<file path="src/rtl/rpsm_pkg.sv">
// shared constants and types for the remappable pin select map
package rpsm_pkg;
  localparam int SEL_W        = 5;
  localparam int FIELD_N      = 16;
  localparam int MAP_REG_N    = 8;
  localparam int CTRL_IDX     = 8;
  localparam int OUT_FIELD0   = 6;
  localparam int OUT_PIN_N    = 10;
  localparam int PIN_N        = 26;
  localparam int PERIPH_FN_N  = 32;
  localparam int LANE_LO_LSB  = 0;
  localparam int LANE_HI_LSB  = 8;
  localparam int CTRL_LOCK    = 0;
  localparam int CTRL_MISMAT  = 1;
  // field slots: register r holds slot 2r in bits 4-0 and slot 2r+1 in bits 12-8
  localparam int F_UART_RX    = 0;
  localparam int F_UART_CTS   = 1;
  localparam int F_SPI_DATA   = 2;
  localparam int F_SPI_CLK    = 3;
  localparam int F_SPI_SS     = 4;
  localparam logic [SEL_W-1:0] SEL_MAX_PIN = 5'h19;
  localparam logic [SEL_W-1:0] SEL_PORT    = 5'h00;
  localparam logic [FIELD_N-1:0] FIELD_IMPL = 16'hffdf;
  localparam logic LOCK_RESET = 1'b0;
  typedef logic [FIELD_N-1:0][SEL_W-1:0] rpsm_cfg_t;
  // input slots reset to all ones, output slots and the empty slot to zero
  localparam rpsm_cfg_t CFG_RESET = {55'h0, 25'h1ffffff};
endpackage

</file>
<file path="src/rtl/rpsm_shadow.sv">
// shadow copy of the map configuration with continuous comparison
`timescale 1ns/100ps
module rpsm_shadow (
  input  wire logic              mclk,      // system clock
  input  wire logic              rst_n,     // synchronised reset, active low
  input  wire logic              load,      // live copy loads this cycle
  input  wire rpsm_pkg::rpsm_cfg_t loadCfg, // value the live copy loads
  input  wire rpsm_pkg::rpsm_cfg_t liveCfg, // live configuration
  output logic                   mismatch   // sticky mismatch reset request
);
  rpsm_pkg::rpsm_cfg_t shadowCfg;

  always_ff @(posedge mclk or negedge rst_n) begin
    if (!rst_n) begin
      shadowCfg <= rpsm_pkg::CFG_RESET;
    end else if (load) begin
      shadowCfg <= loadCfg;
    end
  end

  // held until reset: the request must not vanish before the reset logic sees it
  always_ff @(posedge mclk or negedge rst_n) begin
    if (!rst_n) begin
      mismatch <= 1'b0;
    end else if (shadowCfg != liveCfg) begin
      mismatch <= 1'b1; // RULE_14
    end
  end

  a_shadow_mismatch: assert property (@(posedge mclk) disable iff (!rst_n) // RULE_14
    (shadowCfg != liveCfg) |=> mismatch)
    else $error("shadow difference did not raise mismatch reset");
endmodule

</file>
<file path="src/rtl/rpsm_top.sv">
// remappable pin select map: input and output routing registers on wishbone
//
// Contract
// RULE_01: uart clear-to-send selector is bits 12-8 of the uart input map.
// RULE_02: uart receive selector is bits 4-0 of the uart input map.
// RULE_03: spi clock selector is bits 12-8 of the spi clock/data map.
// RULE_04: spi data-in selector is bits 4-0 of the spi clock/data map.
// RULE_05: spi slave-select selector is bits 4-0; bits 15-5 read zero.
// RULE_06: input code n routes remappable pin n; code zero is pin zero.
// RULE_07: input code 11001 routes pin 25, the highest pin.
// RULE_08: input code 11111 ties the peripheral input low.
// RULE_09: input selector bits reset to one, output selector bits to zero.
// RULE_10: bits 15-13 and 7-5 ignore writes and read zero.
// RULE_11: output map bits 4-0 drive the even pin, bits 12-8 the odd pin.
// RULE_12: five output maps cover pins 0-9 by peripheral function number.
// RULE_13: map writes are accepted only while the configuration lock is clear.
// RULE_14: shadow copies compared continuously; difference requests mismatch reset.
// RULE_15: input codes 11010 to 11110 also tie the input low.
// RULE_16: output selector zero leaves the pin under port control.
// RULE_17: selector takes effect after the write edge; routing is combinational.
`timescale 1ns/100ps
module rpsm_top #(
  parameter int ADDR_W = 8                       // wishbone byte address width
) (
  input  wire logic                     mclk,            // system clock, 250 MHz
  input  wire logic                     arst_n,          // async reset, active low
  input  wire logic                     wb_cyc_i,        // wishbone cycle
  input  wire logic                     wb_stb_i,        // wishbone strobe
  input  wire logic                     wb_we_i,         // wishbone write enable
  input  wire logic [ADDR_W-1:0]        wb_adr_i,        // wishbone byte address
  input  wire logic [3:0]               wb_sel_i,        // wishbone byte selects
  input  wire logic [31:0]              wb_dat_i,        // wishbone write data
  output logic      [31:0]              wb_dat_o,        // wishbone read data
  output logic                          wb_ack_o,        // wishbone acknowledge
  input  wire logic [rpsm_pkg::PIN_N-1:0] remappablePinIn, // pin levels, async
  input  wire logic [rpsm_pkg::PERIPH_FN_N-1:0] periphFuncOut, // function outputs
  input  wire logic [rpsm_pkg::OUT_PIN_N-1:0] portData,  // ordinary port drive
  output logic [rpsm_pkg::OUT_PIN_N-1:0] pinOut,         // level toward each pin
  output logic [rpsm_pkg::OUT_PIN_N-1:0] pinPeriphDrive, // pin owned by a function
  output logic                          uartClearToSendIn, // to uart
  output logic                          uartReceiveIn,   // to uart
  output logic                          spiClockIn,      // to spi
  output logic                          spiSerialDataIn, // to spi
  output logic                          spiSlaveSelectIn, // to spi
  output logic                          cfgMismatchReset // mismatch reset request
);
  localparam int WIDX_W = ADDR_W - 2;

  if (ADDR_W < 6) begin : g_addr_check
    $error("ADDR_W must be at least 6 to reach the control register");
  end

  // reset release
  logic [1:0] rstPipe;
  logic       rstSync_n;

  always_ff @(posedge mclk or negedge arst_n) begin
    if (!arst_n) begin
      rstPipe <= 2'h0;
    end else begin
      rstPipe <= {rstPipe[0], 1'b1};
    end
  end
  assign rstSync_n = rstPipe[1];

  // pin synchroniser
  logic [rpsm_pkg::PIN_N-1:0] pinMeta;
  logic [rpsm_pkg::PIN_N-1:0] pinSync;

  always_ff @(posedge mclk or negedge rstSync_n) begin
    if (!rstSync_n) begin
      pinMeta <= '0;
      pinSync <= '0;
    end else begin
      pinMeta <= remappablePinIn;
      pinSync <= pinMeta;
    end
  end

  function automatic logic isReg(input logic [WIDX_W-1:0] idx, input int k);
    isReg = (idx == WIDX_W'(k));
  endfunction

  // codes above the last pin name nothing and read as ground
  function automatic logic routeIn(input logic [rpsm_pkg::SEL_W-1:0] code,
                                   input logic [rpsm_pkg::PIN_N-1:0] pins);
    if (code <= rpsm_pkg::SEL_MAX_PIN) begin
      routeIn = pins[code];
    end else begin
      routeIn = 1'b0;
    end
  endfunction

  // bus decode
  logic [WIDX_W-1:0]   wordIdx;
  logic                access;
  logic                wbWrite;
  logic                lock;
  logic                cfgLoad;
  rpsm_pkg::rpsm_cfg_t cfg;
  rpsm_pkg::rpsm_cfg_t next_cfg;

  assign wordIdx = wb_adr_i[ADDR_W-1:2];
  assign access  = wb_cyc_i && wb_stb_i && !wb_ack_o;
  assign wbWrite = access && wb_we_i;
  assign cfgLoad = wbWrite && !lock; // RULE_13

  for (genvar f = 0; f < rpsm_pkg::FIELD_N; f++) begin : g_field
    localparam int LSB = (f % 2 == 0) ? rpsm_pkg::LANE_LO_LSB : rpsm_pkg::LANE_HI_LSB;
    always_comb begin
      next_cfg[f] = cfg[f];
      if (cfgLoad && rpsm_pkg::FIELD_IMPL[f] && isReg(wordIdx, f / 2) && wb_sel_i[f % 2]) begin
        next_cfg[f] = wb_dat_i[LSB +: rpsm_pkg::SEL_W]; // RULE_01 RULE_02 RULE_03 RULE_04 RULE_11
      end
    end
  end

  always_ff @(posedge mclk or negedge rstSync_n) begin
    if (!rstSync_n) begin
      cfg <= rpsm_pkg::CFG_RESET; // RULE_09
    end else if (cfgLoad) begin
      cfg <= next_cfg; // RULE_17
    end
  end

  // the lock stays writable so software can open a write session
  always_ff @(posedge mclk or negedge rstSync_n) begin
    if (!rstSync_n) begin
      lock <= rpsm_pkg::LOCK_RESET;
    end else if (wbWrite && isReg(wordIdx, rpsm_pkg::CTRL_IDX) && wb_sel_i[0]) begin
      lock <= wb_dat_i[rpsm_pkg::CTRL_LOCK];
    end
  end

  // one wait state: ack rises after the request edge, falls the cycle after
  always_ff @(posedge mclk or negedge rstSync_n) begin
    if (!rstSync_n) begin
      wb_ack_o <= 1'b0;
    end else begin
      wb_ack_o <= access;
    end
  end

  always_ff @(posedge mclk or negedge rstSync_n) begin
    if (!rstSync_n) begin
      wb_dat_o <= 32'h0;
    end else if (access) begin
      wb_dat_o <= 32'h0; // RULE_05 RULE_10
      for (int r = 0; r < rpsm_pkg::MAP_REG_N; r++) begin
        if (isReg(wordIdx, r)) begin
          wb_dat_o[rpsm_pkg::LANE_LO_LSB +: rpsm_pkg::SEL_W] <= cfg[2 * r];
          wb_dat_o[rpsm_pkg::LANE_HI_LSB +: rpsm_pkg::SEL_W] <= cfg[2 * r + 1];
        end
      end
      if (isReg(wordIdx, rpsm_pkg::CTRL_IDX)) begin
        wb_dat_o[rpsm_pkg::CTRL_LOCK]   <= lock;
        wb_dat_o[rpsm_pkg::CTRL_MISMAT] <= cfgMismatchReset;
      end
    end
  end

  rpsm_shadow u_shadow (
    .mclk     (mclk),
    .rst_n    (rstSync_n),
    .load     (cfgLoad),
    .loadCfg  (next_cfg),
    .liveCfg  (cfg),
    .mismatch (cfgMismatchReset)
  );

  // input routing: purely combinational from the held selectors
  assign uartClearToSendIn = routeIn(cfg[rpsm_pkg::F_UART_CTS], pinSync); // RULE_01
  assign uartReceiveIn     = routeIn(cfg[rpsm_pkg::F_UART_RX], pinSync);  // RULE_02
  assign spiClockIn        = routeIn(cfg[rpsm_pkg::F_SPI_CLK], pinSync);  // RULE_03
  assign spiSerialDataIn   = routeIn(cfg[rpsm_pkg::F_SPI_DATA], pinSync); // RULE_04
  assign spiSlaveSelectIn  = routeIn(cfg[rpsm_pkg::F_SPI_SS], pinSync);   // RULE_05 RULE_06 RULE_07 RULE_08 RULE_15

  // output routing, one selector per pin
  for (genvar p = 0; p < rpsm_pkg::OUT_PIN_N; p++) begin : g_pin
    logic [rpsm_pkg::SEL_W-1:0] fn;
    assign fn = cfg[rpsm_pkg::OUT_FIELD0 + p];
    assign pinPeriphDrive[p] = (fn != rpsm_pkg::SEL_PORT); // RULE_16
    assign pinOut[p] = (fn == rpsm_pkg::SEL_PORT) ? portData[p] : periphFuncOut[fn]; // RULE_12
  end

  // checks
  logic [rpsm_pkg::SEL_W-1:0] wrLo;
  logic [rpsm_pkg::SEL_W-1:0] wrHi;
  logic [rpsm_pkg::SEL_W-1:0] rdLo;
  logic [rpsm_pkg::SEL_W-1:0] rdHi;

  assign wrLo = wb_dat_i[rpsm_pkg::LANE_LO_LSB +: rpsm_pkg::SEL_W];
  assign wrHi = wb_dat_i[rpsm_pkg::LANE_HI_LSB +: rpsm_pkg::SEL_W];
  assign rdLo = wb_dat_o[rpsm_pkg::LANE_LO_LSB +: rpsm_pkg::SEL_W];
  assign rdHi = wb_dat_o[rpsm_pkg::LANE_HI_LSB +: rpsm_pkg::SEL_W];

  a_reset_values: assert property (@(posedge mclk) // RULE_09
    $rose(rstSync_n) |-> (cfg == rpsm_pkg::CFG_RESET) && !lock)
    else $error("configuration not at reset value after release");

  a_uart_write: assert property (@(posedge mclk) disable iff (!rstSync_n) // RULE_01
    (cfgLoad && isReg(wordIdx, 0) && wb_sel_i[1])
    |=> cfg[rpsm_pkg::F_UART_CTS] == $past(wb_dat_i[12:8]))
    else $error("uart cts selector did not take written value");

  a_rx_write: assert property (@(posedge mclk) disable iff (!rstSync_n) // RULE_02
    (cfgLoad && isReg(wordIdx, rpsm_pkg::F_UART_RX / 2) && wb_sel_i[0])
    |=> cfg[rpsm_pkg::F_UART_RX] == $past(wrLo))
    else $error("uart receive selector did not take written value");

  a_sck_write: assert property (@(posedge mclk) disable iff (!rstSync_n) // RULE_03
    (cfgLoad && isReg(wordIdx, rpsm_pkg::F_SPI_CLK / 2) && wb_sel_i[1])
    |=> cfg[rpsm_pkg::F_SPI_CLK] == $past(wrHi))
    else $error("spi clock selector did not take written value");

  a_sdi_write: assert property (@(posedge mclk) disable iff (!rstSync_n) // RULE_04
    (cfgLoad && isReg(wordIdx, rpsm_pkg::F_SPI_DATA / 2) && wb_sel_i[0])
    |=> cfg[rpsm_pkg::F_SPI_DATA] == $past(wrLo))
    else $error("spi data selector did not take written value");

  a_ss_write: assert property (@(posedge mclk) disable iff (!rstSync_n) // RULE_05
    (cfgLoad && isReg(wordIdx, rpsm_pkg::F_SPI_SS / 2) && wb_sel_i[0])
    |=> cfg[rpsm_pkg::F_SPI_SS] == $past(wrLo))
    else $error("spi select selector did not take written value");

  a_even_write: assert property (@(posedge mclk) disable iff (!rstSync_n) // RULE_11
    (cfgLoad && isReg(wordIdx, rpsm_pkg::OUT_FIELD0 / 2) && wb_sel_i[0])
    |=> cfg[rpsm_pkg::OUT_FIELD0] == $past(wrLo))
    else $error("even pin selector did not take written value");

  a_odd_write: assert property (@(posedge mclk) disable iff (!rstSync_n) // RULE_11
    (cfgLoad && isReg(wordIdx, rpsm_pkg::OUT_FIELD0 / 2) && wb_sel_i[1])
    |=> cfg[rpsm_pkg::OUT_FIELD0 + 1] == $past(wrHi))
    else $error("odd pin selector did not take written value");

  a_write_settle: assert property (@(posedge mclk) disable iff (!rstSync_n) // RULE_17
    cfgLoad |=> cfg == $past(next_cfg))
    else $error("map did not settle on the edge after the write");

  a_map_needs_write: assert property (@(posedge mclk) disable iff (!rstSync_n) // RULE_13
    $changed(cfg) |-> $past(cfgLoad))
    else $error("map changed without an accepted write");

  a_lock_blocks: assert property (@(posedge mclk) disable iff (!rstSync_n) // RULE_13
    (wbWrite && lock) |=> $stable(cfg))
    else $error("map changed while locked");

  a_lock_write: assert property (@(posedge mclk) disable iff (!rstSync_n) // RULE_13
    (wbWrite && isReg(wordIdx, rpsm_pkg::CTRL_IDX) && wb_sel_i[0])
    |=> lock == $past(wb_dat_i[rpsm_pkg::CTRL_LOCK]))
    else $error("lock bit did not take written value");

  a_reserved_zero: assert property (@(posedge mclk) disable iff (!rstSync_n) // RULE_10
    (wb_ack_o && !$past(wb_we_i))
    |-> (wb_dat_o[15:13] == 3'h0) && (wb_dat_o[7:5] == 3'h0)
        && (wb_dat_o[31:16] == 16'h0))
    else $error("reserved bits read nonzero");

  a_ss_upper_zero: assert property (@(posedge mclk) disable iff (!rstSync_n) // RULE_05
    $past(access && !wb_we_i && isReg(wordIdx, 2)) |-> wb_dat_o[15:5] == 11'h0)
    else $error("slave select register upper bits nonzero");

  a_empty_slot: assert property (@(posedge mclk) disable iff (!rstSync_n) // RULE_05
    cfg[rpsm_pkg::F_SPI_SS + 1] == '0)
    else $error("unimplemented selector slot holds a value");

  a_read_uart: assert property (@(posedge mclk) disable iff (!rstSync_n) // RULE_01
    (access && !wb_we_i && isReg(wordIdx, rpsm_pkg::F_UART_RX / 2))
    |=> rdHi == $past(cfg[rpsm_pkg::F_UART_CTS]) && rdLo == $past(cfg[rpsm_pkg::F_UART_RX]))
    else $error("uart input map read does not show the selectors");

  a_read_ctrl: assert property (@(posedge mclk) disable iff (!rstSync_n) // RULE_14
    (access && !wb_we_i && isReg(wordIdx, rpsm_pkg::CTRL_IDX))
    |=> (wb_dat_o[rpsm_pkg::CTRL_LOCK] == $past(lock))
        && (wb_dat_o[rpsm_pkg::CTRL_MISMAT] == $past(cfgMismatchReset)))
    else $error("control read does not show lock and mismatch");

  a_route_pin: assert property (@(posedge mclk) disable iff (!rstSync_n) // RULE_06
    (cfg[rpsm_pkg::F_UART_RX] <= rpsm_pkg::SEL_MAX_PIN)
    |-> uartReceiveIn == pinSync[cfg[rpsm_pkg::F_UART_RX]])
    else $error("uart receive not routed from selected pin");

  a_route_cts: assert property (@(posedge mclk) disable iff (!rstSync_n) // RULE_01
    (cfg[rpsm_pkg::F_UART_CTS] <= rpsm_pkg::SEL_MAX_PIN)
    |-> uartClearToSendIn == pinSync[cfg[rpsm_pkg::F_UART_CTS]])
    else $error("uart cts not routed from selected pin");

  a_route_sck: assert property (@(posedge mclk) disable iff (!rstSync_n) // RULE_03
    (cfg[rpsm_pkg::F_SPI_CLK] <= rpsm_pkg::SEL_MAX_PIN)
    |-> spiClockIn == pinSync[cfg[rpsm_pkg::F_SPI_CLK]])
    else $error("spi clock not routed from selected pin");

  a_route_top: assert property (@(posedge mclk) disable iff (!rstSync_n) // RULE_07
    (cfg[rpsm_pkg::F_SPI_DATA] == rpsm_pkg::SEL_MAX_PIN)
    |-> spiSerialDataIn == pinSync[rpsm_pkg::SEL_MAX_PIN])
    else $error("spi data not routed from the highest pin");

  a_route_ss: assert property (@(posedge mclk) disable iff (!rstSync_n) // RULE_05
    (cfg[rpsm_pkg::F_SPI_SS] <= rpsm_pkg::SEL_MAX_PIN)
    |-> spiSlaveSelectIn == pinSync[cfg[rpsm_pkg::F_SPI_SS]])
    else $error("spi select not routed from selected pin");

  a_route_tie: assert property (@(posedge mclk) disable iff (!rstSync_n) // RULE_08
    (cfg[rpsm_pkg::F_SPI_CLK] > rpsm_pkg::SEL_MAX_PIN) |-> !spiClockIn)
    else $error("spi clock not tied low for no-pin code");

  a_tie_code: assert property (@(posedge mclk) disable iff (!rstSync_n) // RULE_08
    (cfg[rpsm_pkg::F_SPI_SS] == '1) |-> !spiSlaveSelectIn)
    else $error("spi select not tied low for the ground code");

  a_unnamed_low: assert property (@(posedge mclk) disable iff (!rstSync_n) // RULE_15
    (cfg[rpsm_pkg::F_UART_CTS] > rpsm_pkg::SEL_MAX_PIN) && (cfg[rpsm_pkg::F_UART_CTS] != '1)
    |-> !uartClearToSendIn)
    else $error("uart cts not held low for a code naming no pin");

  a_out_port: assert property (@(posedge mclk) disable iff (!rstSync_n) // RULE_16
    (cfg[rpsm_pkg::OUT_FIELD0] == rpsm_pkg::SEL_PORT)
    |-> !pinPeriphDrive[0] && (pinOut[0] == portData[0]))
    else $error("pin 0 not under port control at selector zero");

  a_out_func: assert property (@(posedge mclk) disable iff (!rstSync_n) // RULE_11
    (cfg[rpsm_pkg::OUT_FIELD0 + 1] != rpsm_pkg::SEL_PORT)
    |-> pinPeriphDrive[1] && (pinOut[1] == periphFuncOut[cfg[rpsm_pkg::OUT_FIELD0 + 1]]))
    else $error("pin 1 not driven by selected function");

  a_ack_timing: assert property (@(posedge mclk) disable iff (!rstSync_n) // RULE_17
    access |=> wb_ack_o ##1 !wb_ack_o)
    else $error("ack not one cycle after request or not dropped");

  a_ack_source: assert property (@(posedge mclk) disable iff (!rstSync_n) // RULE_17
    wb_ack_o |-> $past(access))
    else $error("ack given without a request");
endmodule

</file>
<file path="config.mk">
export PLATFORM = sky130hd
export DESIGN_NAME = rpsm_top
export DESIGN_NICKNAME = d
export VERILOG_FILES = /design/src/rtl/rpsm_pkg.sv /design/src/rtl/rpsm_shadow.sv /design/src/rtl/rpsm_top.sv
export SDC_FILE = /design/constraint.sdc
export NUM_CORES = 1
export LEC_CHECK = 0
export BUFFER_PORTS_ARGS = -buffer_cell sky130_fd_sc_hd__buf_2
export CORE_ASPECT_RATIO = 0.8
export CORE_MARGIN = 1.5
export CORE_UTILIZATION = 42
export CTS_CLUSTER_DIAMETER = 100
export DETAILED_ROUTE_END_ITERATION = 10
export PLACE_DENSITY_LB_ADDON = 0.2
export REMOVE_ABC_BUFFERS = 1
export SLEW_MARGIN = 15
export SYNTH_ARGS = -nofsm -noshare
export SYNTH_HDL_FRONTEND = slang
export SYNTH_SLANG_ARGS = --single-unit
</file>
<file path="constraint.sdc">
create_clock -name mclk -period 4.2 [get_ports mclk]
set_input_delay 0.21 -clock mclk [delete_from_list [all_inputs] [get_ports mclk]]
set_output_delay 0.21 -clock mclk [all_outputs]
set_load 0.01 [all_outputs]
</file>
==> metrics.txt, run 1 <==
Longest Clk Path Bufs 2; Final setup violation count 0; die area 23800 um^2; Synth Area in Compound Gates 6.01%; run status completed; most frequent cells in the layout buf_2 (126), dfrtp_1 (115), mux4_2 (91); Setup Crit Path Kind reg -> out; I/O pin total 176; multiplexer share of the synthesized area 43.5%; Post-Syn Area per Cell 13.5 um^2; Ant. Diodes 0; crit path time final 2.90 ns; Starting DRT DRC Count 683; Final nets 944; Worst Path Arrival 2.69 ns; critical path, cell by cell mux4_1 > mux4_2 > mux2_2 > buf_2; PnR worst setup slack 1.30 ns; DR WL/cell 24.5 um; number of synthesized register bits 141; final core utilization 49.5%; reg2reg path depth 5; main flop type after synthesis dfrtp_1; TritonCTS Buffers 17; first-pass GRT wire length 43200 um; MaxCap Viol Count 0; Setup crit end kind output port; CTS root buf clkbuf_16; Port Buffer Count 126; clock skew 0.0136 ns; ys async rst share 100%; initial core utilization 42.8%; number of flops mapped to enable cells by yosys 0; DIE WIDTH 172 um; 1st-pass router iterations 5; layout cells sized above 1 45.6%; Inst Count DP 1087; Mapped Cells 712; crit start category flop; Leakage 4.54 nW; slowest CP cell dfstp_2; Final Max Slew Viols 0; routed vias/inst 6.27; Synth Area in Adders 0%; core area 22500 um^2; routability-driven placement congestion ratio 0.881; Final Hold Fails 0; Cell Rows 49; largest family of logic cells by synthesized area multiplexers; slew margin rel. 40.9%; Post-Synth XOR/XNOR Area 0%; PD cells 315 nW/um^2; Setup TNS 0 ns; initial antenna violation count 0; synth warn 0; reg-to-reg slack, setup 1.80 ns; critical path's largest stage delay 0.69 ns; gr ovfl total 0; fin cells 1146; DP Worst Slack 1.64 ns; Area Overhead vs Synth 15.7%; Final period util 69.0%; CTS tree built; vias in the first global route 7211; Hold Path Class in -> async; fmax 345 MHz; Cell variety after synth 51; drt total wl 28100 um; Worst-Margin Slew 0.886 ns; Total GRT Usage 24.6%; pin count of the biggest net entering global routing 69; commonest non-fill, non-tap cell in the layout buf_2; Worst-Skew Late Latency 0.44 ns; drt drc 0; H-tree depth 4; Synth Area in Simple Gates 8.05%; peak supply drop 0.298 mV; sequential area share after synthesis 37.0%; vias 7183; worst path required time 3.99 ns; Mapped Area 9620 um^2; unrepaired setup endpoints after global routing no; clk slew on worst S/H paths 0.06 ns; DIE HEIGHT 138 um; crit path max fanout 9; Post-DRT Antenna Nets 0; DP HPWL 19600 um; Clock Sinks 141
final cells by class:
type / count / area (um^2)
Clock inverter: 15 / 173
Tap cell: 306 / 383
Fill cell: 1970 / 11400
Timing Repair Buffer: 156 / 923
Sequential cell: 141 / 3560
Multi-Input combinational cell: 500 / 5620
Clock buffer: 17 / 425
Inverter: 11 / 41.3
stage by stage:
stage / cell area (um^2) / total power [mW] / hold slack (ns)
2_1_floorplan: 9230 / 1.76 / -0.0856
3_3_place_gp: 10300 / 1.97 / -0.00443
3_5_place_dp: 10300 / 1.99 / -0.00360
4_1_cts: 11100 / 3.53 / 0.0692
5_1_grt: 11100 / 3.66 / 0.0781
6_report: 11100 / 3.51 / 0.0793
critical path: cells and delay by family (launching register included):
family / cells / cell delay [ns]
buffers and inverters: 1 / 0.14
DFF: 1 / 0.69
muxes: 3 / 1.43
per-layer routing:
layer	track usage (%)	vias up	part of all wire, %
met5	0	-	0
met4	8.51	0	2.4
met3	6.87	70	8.9
met2	36.8	415	46
met1	34.5	3664	42
li1	-	3034	-
synthesized netlist by cell type, types with 2 or more instances:
| cell type | n | area, um^2 |
|---|---|---|
| a2111oi_0 | 2 | 17.5 |
| a211oi_1 | 9 | 67.6 |
| a21o_1 | 4 | 30.0 |
| a21oi_1 | 28 | 140 |
| a221o_1 | 3 | 30.0 |
| buf_2 | 23 | 115 |
| buf_4 | 28 | 210 |
| buf_6 | 5 | 56.3 |
| clkbuf_1 | 24 | 90.1 |
| conb_1 | 2 | 7.51 |
| dfrtp_1 | 116 | 2900 |
| dfstp_2 | 25 | 657 |
| inv_1 | 11 | 41.3 |
| mux2_2 | 90 | 1010 |
| mux2i_1 | 33 | 330 |
| mux4_1 | 30 | 788 |
| mux4_2 | 91 | 2050 |
| nand2_1 | 23 | 86.3 |
| nand2b_1 | 2 | 12.5 |
| nand3_1 | 8 | 40.0 |
| nand3b_1 | 10 | 75.1 |
| nand4_1 | 3 | 18.8 |
| nor2_1 | 39 | 146 |
| nor2_2 | 2 | 12.5 |
| nor2b_1 | 12 | 75.1 |
| nor3_1 | 12 | 60.1 |
| nor3b_1 | 5 | 37.5 |
| o2111ai_1 | 5 | 43.8 |
| o211ai_1 | 4 | 30.0 |
| o21ai_0 | 28 | 140 |
| o22ai_1 | 3 | 18.8 |
| or2_2 | 5 | 31.3 |
| or4_1 | 5 | 37.5 |
| or4b_2 | 5 | 50.1 |
final timing paths:
check                                 start               end
min in group mclk               wb_dat_i[1]    g_pin[4].fn[1]
worst min-delay path                 arst_n        rstPipe[1]
worst min register to register  pinMeta[18]       pinSync[18]
worst max register to register     wb_ack_o    g_pin[5].fn[2]
worst max-delay path                cfg[20]  spiSlaveSelectIn
max in group asynchronous        rstPipe[1]           cfg[18]
registers in the layout, indices dropped and copies added, names as in the netlist:
name,count
rstPipe,2
pinMeta,26
g_pin.fn,50
pinSync,26
lock,1
wb_ack_o,1
cfg,25
wb_dat_o,10
logic make-up (layout without fill, tap and decap cells):
logic type,Yosys count,count (layout)
muxes,244,244
DFF,141,141
and+or+nand+nor,139,139
AOI/OAI and AO/OA,93,93
buffers and inverters,93,199
other,2,24
power by group:
| part | internal (mW) | switching, mW |
|---|---|---|
| combinational | 0.249 | 0.243 |
| clock | 0.850 | 0.676 |
| sequential | 1.41 | 0.0853 |
| total | 2.51 | 1.00 |
what timing repair did:
item,CTS,global route
setup buffers,0,0
resized for setup,0,0
hold buffers,27,0
endpoints found under the hold margin,28,0
No activity file was read; power rests on OpenSTA's default activity.
==> run 2: changes to the inputs <==
Clock period 4.2 ns to 2.55 ns, I/O delays scaled along.
==> run 2 against run 1 <==
Net effect: the flow now finishes with violations (negative setup slack); cell count grew 4.2%; die area stayed put; clock power up 65%; total power increased by 67%; sequential share of layout area is 1.1 points lower; flip-flop and latch count did not move; largest cell class unchanged; register-to-register slack got worse by 1.4 ns; combinational power grew 80%; utilization up 2.0 points; non-clock buffer count grew 48; worst hold slack worse by 0.013 ns; count of clock-buffer cells in the layout unchanged.
==> metrics.txt, run 2 (synthesis results as in run 1) <==
Starting DRT DRC Count 686; failing checks negative setup slack; crit start category flop; commonest non-fill, non-tap cell in the layout buf_2; Final setup violation count 5; Final Max Slew Viols 0; fmax 380 MHz; Final period util 103%; crit path time final 2.63 ns; layout cells sized above 1 51.8%; crit path from cfg[0]; slew margin rel. 58.5%; slowest CP cell dfstp_2; clock skew 0.0155 ns; vias in the first global route 7396; worst path bufs/invs 1; hold slack 0.0661 ns; register area 3580 um^2; Hold EP g_pin[6].fn[1]; Longest Clk Path Bufs 2; Fillers 1915; peak supply drop 0.433 mV; PD cells 507 nW/um^2; DR WL/cell 24.8 um; I/O pin total 176; CTS root buf clkbuf_16; Setup crit end kind output port; Area Overhead vs Synth 20.3%; Final Hold Fails 0; Port Buffer Count 126; routability-driven placement congestion ratio 0.879; r2r startpoint wb_ack_o; gr ovfl total 0; Worst-Margin Slew 0.621 ns; H-tree depth 4; hold path depth 2; PnR worst setup slack -0.0833 ns; Leakage 4.76 nW; pin count of the biggest net entering global routing 70; drt drc 0; Hold Path Class in -> reg; core area 22500 um^2; worst r2r dst g_pin[9].fn[0]; run status finished with violations; reg-to-reg slack, setup 0.38 ns; Total GRT Usage 25.2%; DIE HEIGHT 138 um; DP HPWL 20200 um; final core utilization 51.5%; crit path max fanout 5; 1st-pass router iterations 7; Setup TNS -0.337 ns; drt total wl 29600 um; DIE WIDTH 172 um; routed vias/inst 6.21; first-pass GRT wire length 44700 um; CP delay by family, top multiplexers; initial core utilization 42.8%; Ant. Diodes 0; die area 23800 um^2; Final nets 992; Worst-Skew Late Latency 0.43 ns; TritonCTS Buffers 17; worst path required time 2.42 ns; initial antenna violation count 0; Worst Path Arrival 2.51 ns; unrepaired setup endpoints after global routing yes; Setup Crit Path Kind reg -> out; clk slew on worst S/H paths 0.07 ns; Post-DRT Antenna Nets 0; Worst Hold Launch wb_dat_i[1]; CTS tree built; Cell Rows 49; reg2reg path depth 5; footprint of the multi-input gates 5610 um^2; critical path's largest stage delay 0.61 ns; vias 7420; critical path, cell by cell mux4_1 > mux4_2 > mux2_2 > buf_2; MaxCap Viol Count 0; most frequent cells in the layout buf_2 (124), mux4_2 (103), dfrtp_1 (101); Clock Sinks 141; Largest register FFs 50
==> run 2: cell count changes in the layout (fill, tap and decap cells not counted), sizes merged <==
cell,before,now
buf,129,174
bufinv,1,0
clkbuf,17,19
clkinv,5,9
dlygate4sd3,27,28
inv,20,17
==> run 2: metal layers <==
metal	up-vias	wire [um]	global-route usage [%]
li1	3104	-	-
met1	3841	12700	36.7
met2	424	13900	38.0
met3	51	2600	6.13
met4	0	466	6.45
met5	-	0	0
==> run 2: power by group <==
| group | total [mW] | leakage (nW) | internal, mW | switching, mW |
|---|---|---|---|---|
| registers | 2.45 | 1.72 | 2.32 | 0.126 |
| logic | 0.885 | 2.74 | 0.446 | 0.439 |
| clock network | 2.53 | 0.300 | 1.34 | 1.20 |
==> run 2: worst max-delay path by stage <==
stage / endpoint / slack [ns] / depth (start not counted)
after detailed placement: spiSerialDataIn / 0.26 / 4
after floorplan: g_pin[0].fn[0] / -1.63 / 0
final: uartReceiveIn / -0.08 / 4
after global placement: spiSerialDataIn / 0.29 / 4
after global routing: spiSerialDataIn / -0.15 / 4
after CTS: spiSerialDataIn / -0.13 / 4
==> run 2: worst reg2reg max path, stage by stage (launching register included) <==
cell,delay (ns)
dfrtp_1,0.37
nand3b_4,0.18
nor2_1,0.21
nand3_1,0.30
nor2_1,0.58
mux2_2,0.42
==> run 2: final cells by class <==
class | count | area share [%]
clock buffer | 17 | 3.67
timing repair buffer | 204 | 11.6
clock inverter | 15 | 1.65
multi-input combinational | 500 | 48.5
sequential | 141 | 30.9
inverter | 11 | 0.357
tap | 306 | 3.31
==> run 2: through the flow <==
step / area [um^2] / power, mW / instances / worst slack, ns
global placement: 10400 / 3.26 / 1106 / 0.292
finish: 11600 / 5.87 / 1194 / -0.0833
floorplan: 9230 / 2.89 / 652 / -1.63
CTS: 11400 / 5.88 / 1178 / -0.134
global route: 11600 / 6.11 / 1194 / -0.153
detailed placement: 10400 / 3.29 / 1106 / 0.257
==> run 2: timing repair <==
| action | 4_1_cts | 5_1_grt |
|---|---|---|
| hold buffers | 28 | 0 |
| gates resized for setup | 11 | 30 |
| endpoints found under the hold margin | 28 | 0 |
| endpoints found under the setup margin | 13 | 15 |
| pin swaps | 0 | 3 |
| buffers inserted | 12 | 16 |
